`src/poc_regs.svh`:
```
// Purpose: register offsets, field positions and reset values
// Assumes: AHB-Lite, one 32-bit aligned word per register
// Notes: 16-bit registers sit in bits 15:0, bits above read zero
`ifndef POC_REGS_SVH
`define POC_REGS_SVH
`define POC_NOISE_CANCEL_CONFIG 12'h000
`define POC_FINAL_OUTPUT_OFFSET 12'h004
`define POC_FINAL_OUTPUT_GAIN 12'h008
`define POC_OUTPUT_CLAMP_FLOOR 12'h00c
`define POC_OUTPUT_CLAMP_CEILING 12'h010
`define POC_SUPPLY_LIMIT_LEVELS 12'h014
`define POC_FRONTEND_CONFIG 12'h018
`define POC_DATAPATH_CONFIG 12'h01c
`define POC_AMP_LOW_LIMIT 12'h020
`define POC_AMP_HIGH_LIMIT 12'h024
`define POC_IRQ_STATUS 12'h028
`define POC_IRQ_MASK 12'h02c
`define POC_OUTPUT_VALUE 12'h030
`define POC_NC_THRESH_MSB 15
`define POC_NC_THRESH_LSB 8
`define POC_NC_FACTOR_MSB 7
`define POC_NC_FACTOR_LSB 0
`define POC_FE_LOCK_BIT 15
`define POC_FE_MODULO_MSB 7
`define POC_FE_MODULO_LSB 6
`define POC_FE_RATE_MSB 5
`define POC_FE_RATE_LSB 4
`define POC_FE_SETUP_MSB 3
`define POC_FE_SETUP_LSB 0
`define POC_DP_NMULT_MSB 7
`define POC_DP_NMULT_LSB 5
`define POC_DP_SLOPE_MSB 4
`define POC_DP_SLOPE_LSB 1
`define POC_DP_VARSP_BIT 0
`define POC_RESET_ZERO 16'h0000
`define POC_RESET_GAIN 16'h4000
`define POC_RESET_CEILING 16'h7fff
`define POC_RESET_AMP_HIGH 16'h7fff
`define POC_SETUP_MAX 4'h7
`define POC_GAIN_SHIFT 14
`endif

```
`src/poc_pkg.sv`:
```
// Purpose: shared types of the output conditioning block
// Assumes: nothing beyond the register header
// Notes: bus transfer types follow AHB-Lite encodings
package poc_pkg;
    typedef enum logic [1:0] {
        POC_IDLE = 2'b00,
        POC_BUSY = 2'b01,
        POC_NONSEQ = 2'b10,
        POC_SEQ = 2'b11
    } poc_htrans_t;
    typedef enum logic [1:0] {
        POC_MOD_360 = 2'b00,
        POC_MOD_90 = 2'b01,
        POC_MOD_120 = 2'b10,
        POC_MOD_180 = 2'b11
    } poc_modulo_t;
    typedef enum logic [1:0] {
        POC_FS_IDLE = 2'b00,
        POC_FS_FILTER = 2'b01,
        POC_FS_SCALE = 2'b11
    } poc_fstate_t;
endpackage

```
`src/poc_noise_filter.sv`:
```
// Purpose: threshold-gated first-order iir smoothing of the angle
// Assumes: one sample per sample_valid_i pulse, same clock
// Notes: output follows the input in the same cycle, so no added delay
`timescale 1ns/100ps
`default_nettype none
module poc_noise_filter (
    input wire logic sys_clk_i,
    input wire logic nrst_i,
    input wire logic sample_valid_i,
    input wire logic [15:0] sample_i,
    input wire logic [7:0] threshold_i,
    input wire logic [7:0] factor_i,
    output logic [15:0] filtered_o
);
    logic [23:0] acc;
    logic [23:0] next_acc;
    logic signed [16:0] diff;
    logic small_step;
    logic enabled;
    always_comb begin
        // enable flag clears only when both fields are zero; a zero threshold alone already passes every sample unfiltered
        enabled = (threshold_i != 8'h00) || (factor_i != 8'h00);
        diff = $signed({sample_i[15], sample_i}) -
            $signed({acc[23], acc[23:8]});
        small_step = (diff < $signed({9'h000, threshold_i})) &&
            (diff > -$signed({9'h000, threshold_i}));
        next_acc = acc;
        if (sample_valid_i) begin
            if (enabled && small_step) begin
                // factor sets the step fraction, lower means lower cutoff
                next_acc = acc + 24'(($signed(diff) *
                    $signed({1'b0, factor_i})) >>> 0);
            end else begin
                next_acc = {sample_i, 8'h00};
            end
        end
        // fractional bits keep full resolution in the accumulator
        filtered_o = (sample_valid_i && !(enabled && small_step)) ?
            sample_i : next_acc[23:8];
    end
    always_ff @(posedge sys_clk_i or negedge nrst_i) begin
        if (!nrst_i) begin
            acc <= 24'h000000;
        end else begin
            acc <= next_acc;
        end
    end
endmodule
`default_nettype wire

```
`src/poc_top.sv`:
```
// Purpose: output conditioning back end with its configuration registers
// Assumes: AHB-Lite single word transfers, angle_valid_i one-cycle pulse
// Notes: zero wait states; unmapped addresses read zero
// What this block does
// - extra iir smoothing only while sample change stays below threshold
// - filter factor from low byte, threshold from high byte, both 8 bits
// - large changes pass unfiltered; no resolution loss, no extra latency
// - filter disabled when both fields are zero
// - final 16-bit signed offset added to output
// - final 16-bit signed gain multiplies output; negative gain inverts
// - output clamped between signed floor and ceiling levels
// - supply register holds overvoltage high byte, undervoltage low byte
// - frontend bit 15 is the customer lock
// - frontend bits 7:6 select 360, 90, 120 or 180 degree modulo
// - frontend bits 5:4 select 2, 4, 8 or 16 ksps sample rate
// - frontend bits 3:0 select setup; only codes 0 to 7 valid
// - setpoint input scaled by gain coefficient times two to nmult
// - segment slope is coefficient times two to the 4-bit exponent
// - datapath bit 0 selects fixed or variable setpoint positions
// - amplitude outside low or high limit flags an error
`timescale 1ns/100ps
`default_nettype none
`include "poc_regs.svh"
module poc_top (
    input wire logic sys_clk_i,
    input wire logic nrst_i,
    input wire logic hsel_i,
    input wire logic [31:0] haddr_i,
    input wire logic [1:0] htrans_i,
    input wire logic hwrite_i,
    input wire logic [2:0] hsize_i,
    input wire logic [31:0] hwdata_i,
    input wire logic hready_i,
    output logic [31:0] hrdata_o,
    output logic hreadyout_o,
    output logic hresp_o,
    input wire logic angle_valid_i,
    input wire logic [15:0] angle_i,
    input wire logic [15:0] amplitude_i,
    input wire logic [15:0] breakpoint_input_gain_i,
    input wire logic [15:0] breakpoint_stage_input_i,
    input wire logic [15:0] segment_slope_coef_i,
    output logic [15:0] position_o,
    output logic position_valid_o,
    output logic [31:0] breakpoint_scaled_o,
    output logic [31:0] segment_slope_o,
    output logic variable_setpoints_o,
    output logic [1:0] modulo_sel_o,
    output logic [4:0] sample_rate_ksps_o,
    output logic [3:0] measurement_setup_o,
    output logic customer_lock_o,
    output logic [7:0] overvoltage_threshold_o,
    output logic [7:0] undervoltage_threshold_o,
    output logic amplitude_error_o,
    output logic irq_o
);
    localparam int NREG = 13;
    logic [15:0] regs [NREG];
    logic [15:0] next_regs [NREG];
    logic [1:0] irq_status;
    logic [1:0] next_irq_status;
    logic wr_pend;
    logic next_wr_pend;
    logic [3:0] wr_idx;
    logic [3:0] next_wr_idx;
    logic [31:0] next_hrdata;
    logic [15:0] filtered;
    logic [15:0] modded;
    logic signed [33:0] scaled;
    logic signed [16:0] clamped;
    logic [15:0] next_position;
    logic next_position_valid;
    logic next_amp_err;
    logic [31:0] next_bp;
    logic [31:0] next_slope;
    logic setup_err;
    logic addr_ok;
    logic next_varsp;
    logic [1:0] next_modulo;
    logic [4:0] next_rate;
    logic [3:0] next_setup;
    logic next_lock;
    logic [7:0] next_ov;
    logic [7:0] next_uv;
    logic next_irq;

    function automatic logic [3:0] poc_index(input logic [31:0] a);
        poc_index = a[5:2];
    endfunction

    // sample stage shares the clock, so no resynchronising
    poc_noise_filter u_filter (
        .sys_clk_i(sys_clk_i),
        .nrst_i(nrst_i),
        .sample_valid_i(angle_valid_i),
        .sample_i(angle_i),
        .threshold_i(regs[0][`POC_NC_THRESH_MSB:`POC_NC_THRESH_LSB]),
        .factor_i(regs[0][`POC_NC_FACTOR_MSB:`POC_NC_FACTOR_LSB]),
        .filtered_o(filtered)
    );

    // bus slave
    always_comb begin
        addr_ok = (haddr_i[11:0] <= `POC_OUTPUT_VALUE) &&
            (haddr_i[31:12] == 20'h00000);
        next_wr_pend = hsel_i && hready_i && hwrite_i &&
            (htrans_i == 2'(poc_pkg::POC_NONSEQ)) && addr_ok;
        next_wr_idx = poc_index(haddr_i);
        next_hrdata = 32'h00000000;
        if (hsel_i && hready_i && !hwrite_i && addr_ok &&
            htrans_i == 2'(poc_pkg::POC_NONSEQ)) begin
            if (poc_index(haddr_i) == 4'ha) begin
                next_hrdata = {30'h00000000, irq_status};
            end else if (poc_index(haddr_i) == 4'hc) begin
                next_hrdata = {16'h0000, position_o};
            end else begin
                next_hrdata = {16'h0000, regs[poc_index(haddr_i)]};
            end
        end
        for (int i = 0; i < NREG; i++) begin
            next_regs[i] = regs[i];
        end
        // lock freezes every register except write-one irq status clears; the lock bit stays set
        if (wr_pend && wr_idx != 4'ha && wr_idx != 4'hc &&
            !regs[6][`POC_FE_LOCK_BIT]) begin
            next_regs[wr_idx] = hwdata_i[15:0];
            if (wr_idx == 4'h6) begin
                next_regs[6][14:8] = 7'h00;
            end
            if (wr_idx == 4'h7) begin
                next_regs[7][15:8] = 8'h00;
            end
        end
    end

    // datapath: filter, modulo, offset and gain, then clamp
    always_comb begin
        unique case (poc_pkg::poc_modulo_t'(regs[6][7:6]))
            poc_pkg::POC_MOD_360: modded = filtered;
            poc_pkg::POC_MOD_90: modded = {filtered[13:0], 2'b00};
            poc_pkg::POC_MOD_120:
                modded = 16'((32'(filtered) * 32'd3) % 32'h10000);
            poc_pkg::POC_MOD_180: modded = {filtered[14:0], 1'b0};
        endcase
        // offset first, then gain in q2.14 so 16'h4000 is unity
        scaled = (34'($signed({modded[15], modded})) +
            34'($signed(regs[1]))) * 34'($signed(regs[2]));
        scaled = scaled >>> `POC_GAIN_SHIFT;
        if (scaled < 34'($signed(regs[3]))) begin
            clamped = 17'($signed(regs[3]));
        end else if (scaled > 34'($signed(regs[4]))) begin
            clamped = 17'($signed(regs[4]));
        end else begin
            clamped = scaled[16:0];
        end
        next_position = angle_valid_i ? clamped[15:0] : position_o;
        next_position_valid = angle_valid_i;
        next_amp_err = ($signed(amplitude_i) < $signed(regs[8])) ||
            ($signed(amplitude_i) > $signed(regs[9]));
        setup_err = regs[6][3:0] > `POC_SETUP_MAX;
        next_bp = 32'($signed(breakpoint_stage_input_i) *
            $signed(breakpoint_input_gain_i)) <<
            regs[7][`POC_DP_NMULT_MSB:`POC_DP_NMULT_LSB];
        next_slope = 32'($signed(segment_slope_coef_i)) <<
            regs[7][`POC_DP_SLOPE_MSB:`POC_DP_SLOPE_LSB];
        // hardware set wins over a write-one clear
        next_irq_status = irq_status;
        if (wr_pend && wr_idx == 4'ha) begin
            next_irq_status = irq_status & ~hwdata_i[1:0];
        end
        next_irq_status = next_irq_status | {setup_err, next_amp_err};
    end

    // configuration outputs lag their register by one cycle
    always_comb begin
        next_varsp = regs[7][`POC_DP_VARSP_BIT];
        next_modulo = regs[6][`POC_FE_MODULO_MSB:`POC_FE_MODULO_LSB];
        // rate code n means 2 shl n ksps; five bits so 16 fits
        next_rate = 5'h02 <<
            regs[6][`POC_FE_RATE_MSB:`POC_FE_RATE_LSB];
        next_setup = regs[6][`POC_FE_SETUP_MSB:`POC_FE_SETUP_LSB];
        next_lock = regs[6][`POC_FE_LOCK_BIT];
        next_ov = regs[5][15:8];
        next_uv = regs[5][7:0];
        next_irq = |(next_irq_status & regs[11][1:0]);
    end

    // register file and bus state
    always_ff @(posedge sys_clk_i or negedge nrst_i) begin
        if (!nrst_i) begin
            regs[0] <= `POC_RESET_ZERO;
            regs[1] <= `POC_RESET_ZERO;
            regs[2] <= `POC_RESET_GAIN;
            regs[3] <= `POC_RESET_ZERO;
            regs[4] <= `POC_RESET_CEILING;
            regs[5] <= `POC_RESET_ZERO;
            regs[6] <= `POC_RESET_ZERO;
            regs[7] <= `POC_RESET_ZERO;
            regs[8] <= `POC_RESET_ZERO;
            regs[9] <= `POC_RESET_AMP_HIGH;
            regs[10] <= `POC_RESET_ZERO;
            regs[11] <= `POC_RESET_ZERO;
            regs[12] <= `POC_RESET_ZERO;
            irq_status <= 2'b00;
            wr_pend <= 1'b0;
            wr_idx <= 4'h0;
            hrdata_o <= 32'h00000000;
            hreadyout_o <= 1'b1;
            hresp_o <= 1'b0;
        end else begin
            for (int i = 0; i < NREG; i++) begin
                regs[i] <= next_regs[i];
            end
            irq_status <= next_irq_status;
            wr_pend <= next_wr_pend;
            wr_idx <= next_wr_idx;
            hrdata_o <= next_hrdata;
            // zero wait states, so the slave never stretches a phase
            hreadyout_o <= 1'b1;
            hresp_o <= 1'b0;
        end
    end

    // datapath results
    always_ff @(posedge sys_clk_i or negedge nrst_i) begin
        if (!nrst_i) begin
            position_o <= 16'h0000;
            position_valid_o <= 1'b0;
            breakpoint_scaled_o <= 32'h00000000;
            segment_slope_o <= 32'h00000000;
            amplitude_error_o <= 1'b0;
            irq_o <= 1'b0;
        end else begin
            position_o <= next_position;
            position_valid_o <= next_position_valid;
            breakpoint_scaled_o <= next_bp;
            segment_slope_o <= next_slope;
            amplitude_error_o <= next_amp_err;
            irq_o <= next_irq;
        end
    end

    // configuration outputs
    always_ff @(posedge sys_clk_i or negedge nrst_i) begin
        if (!nrst_i) begin
            variable_setpoints_o <= 1'b0;
            modulo_sel_o <= 2'b00;
            sample_rate_ksps_o <= 5'h02;
            measurement_setup_o <= 4'h0;
            customer_lock_o <= 1'b0;
            overvoltage_threshold_o <= 8'h00;
            undervoltage_threshold_o <= 8'h00;
        end else begin
            variable_setpoints_o <= next_varsp;
            modulo_sel_o <= next_modulo;
            sample_rate_ksps_o <= next_rate;
            measurement_setup_o <= next_setup;
            customer_lock_o <= next_lock;
            overvoltage_threshold_o <= next_ov;
            undervoltage_threshold_o <= next_uv;
        end
    end
endmodule
`default_nettype wire

```
`config.mk`:
```
export PLATFORM = sky130hd
export DESIGN_NAME = poc_top
export DESIGN_NICKNAME = d
export VERILOG_FILES = /design/src/poc_pkg.sv /design/src/poc_noise_filter.sv /design/src/poc_top.sv
export VERILOG_INCLUDE_DIRS = /design/src
export SDC_FILE = /design/constraint.sdc
export NUM_CORES = 2
export LEC_CHECK = 0
export ABC_AREA = 1
export BUFFER_PORTS_ARGS = -buffer_cell sky130_fd_sc_hd__buf_4
export CAP_MARGIN = 20
export CORE_ASPECT_RATIO = 0.7
export CORE_MARGIN = 2
export CORE_UTILIZATION = 55
export CTS_CLUSTER_DIAMETER = 40
export DETAILED_ROUTE_END_ITERATION = 10
export GPL_ROUTABILITY_DRIVEN = 0
export PLACE_DENSITY = 0.73
export SLEW_MARGIN = 30
export SYNTH_ARGS = -nofsm -noshare
export SYNTH_HDL_FRONTEND = slang
export SYNTH_SLANG_ARGS = --single-unit
```
`constraint.sdc`:
```
create_clock -name sys_clk_i -period 15.6 [get_ports sys_clk_i]
set_clock_uncertainty 0.15 [all_clocks]
set_input_delay 1.56 -clock sys_clk_i [delete_from_list [all_inputs] [get_ports sys_clk_i]]
set_output_delay 1.56 -clock sys_clk_i [all_outputs]
set_load 0.01 [all_outputs]
```
* Word level (Yosys, flattened, before mapping)
Cells that the tools add are included.
Operators by class: $add $sub $neg 4, multiplexer cells 18, multiply operators 4, bitwise gates (word level) 6, shift operators 3, magnitude comparators 11, divide/modulo/power cells 0, equal/unequal tests 11, reduce and logical (&&, ||, !) cells 26
Operators with widths (number):
- $bwmux 208 | 1
- $mux 16 | 8
- $bmux 16 s4 | 1
- $demux 16 s4 | 1
- $pmux 16 s4 | 1
- $mux 24 | 2
- $mul 17x16->33 | 1
- $mul 16x16->32 | 1
- $mux 32 | 1
- $shl 32x3->32 | 1
- $shl 32x4->32 | 1
- $add 24x24->24 | 1
- $mul 17x9->24 | 1
- $logic_not 20->1 | 1
- $gt 19x16->1 | 1
- $lt 19x16->1 | 1
- $add 16x16->17 | 1
- $gt 17x17->1 | 1
- $lt 17x9->1 | 1
- $neg 8->17 | 1
- $sub 16x16->17 | 1
- $gt 16x16->1 | 1
- $logic_and 1x1->1 | 16
- $lt 16x16->1 | 1
- 23 further kinds | 36
Storage, ports and cells: memory bits (read-only) 0, logic and storage cells 115, memories kept 0, RAM bits 0, input bits 155, bits in latches 0, register bits 383, output and inout bits 146

* Depth between registers and ports, before layout
depth in word-level cells 14, mapped depth 94, gate-level depth less buffers 93

* Hierarchy
Synthesis repeated with hierarchy kept, for this count alone.
Unflattened totals: cell total of the unflattened synthesis 6141, area, all modules 47410.5 um2
By module, submodules not included:
- poc_top | area each 39072.5 um2, cells an instance 5009, instances 1, seq. area each 8172.8 um2
- poc_noise_filter | area each 8338.0 um2, cells an instance 1132, instances 1, seq. area each 600.6 um2

* Least setup slack after synthesis
No wires, ideal clock.
path type input to register, from input port angle_i[0], to register position_o[10], required time 15.332 ns, path buffers 3, setup time 0.118 ns, setup slack -1.379 ns, arrival time 16.711 ns, stages on the path 87, cell sequence inv_1 ha_1 fa_1 inv_1 nand3_1 nand2_2 nand2_1 nand2_2 xor2_1 nand2_1 fa_1 inv_1 fa_1 inv_1 fa_1 inv_1 fa_1 inv_1 [51 not listed] nor4_1 a221oi_1 nand2_1 inv_1 o31ai_1 xor2_1 ha_1 nand4_1 nor3_1 nor4b_1 nand2_1 nand2_1 nand2_1 nand2_1 buf_2 nand2_1 nand3_1 nand2_1
Between the ends: word-level cells in the longest chain between the ends 14, elaborated cells on any way between the ends 20, those cells by class add/sub: 3; mul: 3; order compare: 4; mux: 6; reduce/logical: 4
RTL lines:
- start: declaration | line poc_top.sv:38 | input wire logic [15:0] angle_i,
- branches (longest 6 deep; another with $mul 17x9->24)
- $mux 16 * | line poc_noise_filter.sv:38 | filtered_o = (sample_valid_i && !(enabled && small_step)) ?
- $mul 16x2->16 | line poc_top.sv:142 | modded = 16'((32'(filtered) * 32'd3) % 32'h10000);
- $pmux 16 s4 * | line poc_top.sv:138 | unique case (poc_pkg::poc_modulo_t'(regs[6][7:6]))
- $add 16x16->17 * | line poc_top.sv:146 | scaled = (34'($signed({modded[15], modded})) +
- $mul 17x16->33 * | line poc_top.sv:147 | 34'($signed(regs[1]))) * 34'($signed(regs[2]));
- $gt 19x16->1 | line poc_top.sv:151 | end else if (scaled > 34'($signed(regs[4]))) begin
- $mux 16 | line poc_top.sv:151
- $mux 16 * | line poc_top.sv:149 | if (scaled < 34'($signed(regs[3]))) begin
- end signal: assignment | line poc_top.sv:234 | position_o <= next_position;
- end: declaration | line poc_top.sv:43 | output logic [15:0] position_o,
Every way passes the cells marked *. A chain may end at the register's enable or synchronous reset.

* Worst setup path in the final report
from input port angle_i[0], to register position_o[0]
Same word-level chain as after synthesis.

==> metrics.md <==
| Metric | Value |
|---|---|
| Multi-input logic area | 33500 um^2 |
| Post-Syn Area | 46100 um^2 |
| Fill count | 6474 |
| Hold crit path type | reg2reg |
| Failing checks | setup timing |
| Area share of the largest cell type after synthesis | 0.283 |
| Total Wirelength | 154 mm |
| First-pass GRT wire length | 240 mm |
| Syn Area/Cell | 7.91 um^2 |
| Least-Margin Pin Slew | 1000 ps |
| Post-route insts no fill | 7619 |
| Initial antenna violation count | 2 |
| Pre-antenna DRT Iters | 8 |
| Dpl ws | -2090 ps |
| Netlist cell types | 62 |
| Final Hold Viols | 0 |
| Post-synthesis register bit count | 349 |
| Worst Path Arrival | 17190 ps |
| H-Tree Level Count | 2 |
| Fin. max-slew vios | 0 |
| CTS tree | done |
| Fin crit period | 16830 ps |
| Port buffer count | 262 |
| WL per Instance | 20.2 um |
| HPWL Detailed | 121 mm |
| Crit-path max FO | 8 |
| Clk sinks | 349 |
| Clock slew at reported path FFs | 60 ps |
| Routed Antenna Nets | 0 |
| Die H | 246 um |
| Slowest cell on crit path | fa_1 |
| Drt drc | 0 |
| Die X-Extent | 350 um |
| Crit-path max cell delay | 590 ps |
| Largest area contributor in the netlist | fa_1 |
| CP Class | in2reg |
| Root Driver | clkbuf_16 |
| DR iter-0 viols | 4808 |
| RSZ-0062 raised after global routing | true |
| Clock buffer count from CTS | 50 |
| Largest net degree at the start of global routing | 83 |
| Crit path launch | angle_i[0] |
| Max clock buf depth | 3 |
| Worst Slack Setup Final | -1230 ps |
| Drt via density | 5.58 |
| Share of layout cells above drive strength 1 | 0.207 |
| CP required | 15970 ps |
| Status | finished, violations left |
| Max_slew headroom | 0.333 |
| FF-to-FF Start | u_filter.acc[8] |
| Sequential-to-total area share from yosys stat | 0.190 |
| Ys flop type | dfrtp_1 |
| Worst-skew pair later-pin latency | 630 ps |
| Worst Hold Launch | regs[34] |
| Number of I/O pins | 301 |
| Core Region | 82700 um^2 |
| Placed cells | 7444 |
| Most common cell after layout, fill and taps aside | nand2_1 |
| Post-synth EDFFs | 0 |
| GRT overflow | 0 |
| Setup Viol. Count Final | 16 |
| Max Cap Viol | 0 |
| Period utilisation layout | 1.08 |
| Initial Utilization | 0.558 |
| CP Launch Type | input port |
| Routed via count | 42552 |
| Max Fclk | 0.0594 GHz |
| Row count | 88 |
| Syn Inst Count | 5829 |
| Global-route usage over all layers | 0.361 |
| Sequential Area | 8770 um^2 |
| Async set-reset flop share out of synthesis | 1.00 |
| Top cells by area, synth | fa_1 28%, dfrtp_1 17%, nand2_1 10% |
| Worst setup EP type | flop |
| Yosys warning count | 0 |
| Most frequent cells in the layout | 1208 x nand2_1, 1156 x inv_1, 781 x buf_4, 644 x fa_1, 396 x o21ai_0 |
| Layout area overhead | 22.2% |
| DIE AREA | 86200 um^2 |
| Final nets | 7625 |
| Top cell by count, worst path | fa_1 |
| Vias in the first global route | 42586 |
-- sequential cells by signal, indices dropped and copies added, names as in the netlist, 2 cells and up --
signal / cells
u_filter.acc: 24
next_setup: 4
sample_rate_ksps_o: 4
irq_status: 2
segment_slope_o: 31
next_ov: 8
measurement_setup_o: 4
breakpoint_scaled_o: 32
hrdata_o: 16
overvoltage_threshold_o: 8
next_uv: 8
wr_idx: 4
next_modulo: 2
regs: 168
undervoltage_threshold_o: 8
position_o: 16
modulo_sel_o: 2
-- critical path: cells and delay by family --
family / cells / cell delay (ps)
adder cells (fa/ha/maj): 18 / 7400
AND/OR/NAND/NOR: 34 / 3910
buffers and inverters: 24 / 2460
AO/OA/AOI/OAI: 7 / 1320
XOR/XNOR: 3 / 490
-- cells by family after synthesis --
family          after synthesis  share of synthesized area
simple gates               2026                      0.182
buf+inv                    1492                      0.124
xor+xnor                    104                     0.0201
fa+ha+maj                  1020                      0.383
other cells                   2                   0.000163
flops                       349                      0.190
compound gates              824                     0.0984
mux                          12                    0.00260
-- cell usage after synthesis (11+ instances only) --
cell      instances
a21o_1           15
a21oi_1         250
a31oi_1          23
buf_1            12
buf_4            20
clkbuf_1        217
clkinv_1         20
dfrtp_1         317
dfstp_2          32
fa_1            653
ha_1            367
inv_1          1204
inv_2            14
mux2i_1          12
nand2_1        1279
nand2_2          16
nand3_1         236
nand4_1          35
nor2_1          337
nor3_1           31
nor4_1           17
o211ai_1         20
o21a_1           11
o21ai_0         413
o21bai_1         23
or2_2            44
xnor2_1          43
xor2_1           59
-- final timing paths --
check	cells past startpoint	endpoint	slack, ps
max	86	position_o[0]	-1230
min	0	regs[34]	230
max reg2reg	84	position_o[0]	-630
min reg2reg	0	regs[34]	230
max in group asynchronous	2	u_filter.acc[20]	13080
min in group asynchronous	1	overvoltage_threshold_o[7]	760
-- through the flow --
stage / instance area, um^2 / util / hold WS, ps / TNS (ps)
2_1_floorplan: 46600 / - / 202 / -3420
3_3_place_gp: 52500 / 0.635 / 215 / -29270
3_5_place_dp: 52500 / 0.635 / 216 / -33100
4_1_cts: 55600 / 0.672 / 229 / -9810
5_1_grt: 56400 / 0.682 / 237 / -27730
6_report: 56400 / 0.682 / 228 / -19250
-- per-layer routing --
metal,routed length (um),track usage,share of wire,up-vias
li1,-,-,-,19091
met1,63800,0.527,0.41,20539
met2,62800,0.508,0.41,2584
met3,22500,0.121,0.15,336
met4,5240,0.107,0.034,2
met5,13,0,0.000084,-
-- what timing repair did --
item                       in CTS  in global routing
buffers inserted               55                 25
gates resized for setup       183                140
setup endpoints to repair      16                 16
pin swaps                      76                102
hold endpoints to repair        0                  0
hold buffers                    0                  0
cloned                          2                  0
-- cell type report --
class / instances / share of cell area
diodes: 2 / 0.0000888
flip-flops and latches: 349 / 0.156
multi-input cells: 4006 / 0.594
well taps: 1125 / 0.0250
repair buffers: 804 / 0.110
inverters: 1239 / 0.0832
clock buffers: 57 / 0.0237
clock inverters: 37 / 0.00835
Power is not shown: default switching activity piles up to over one toggle a cycle in this logic, so the estimate is an artifact.
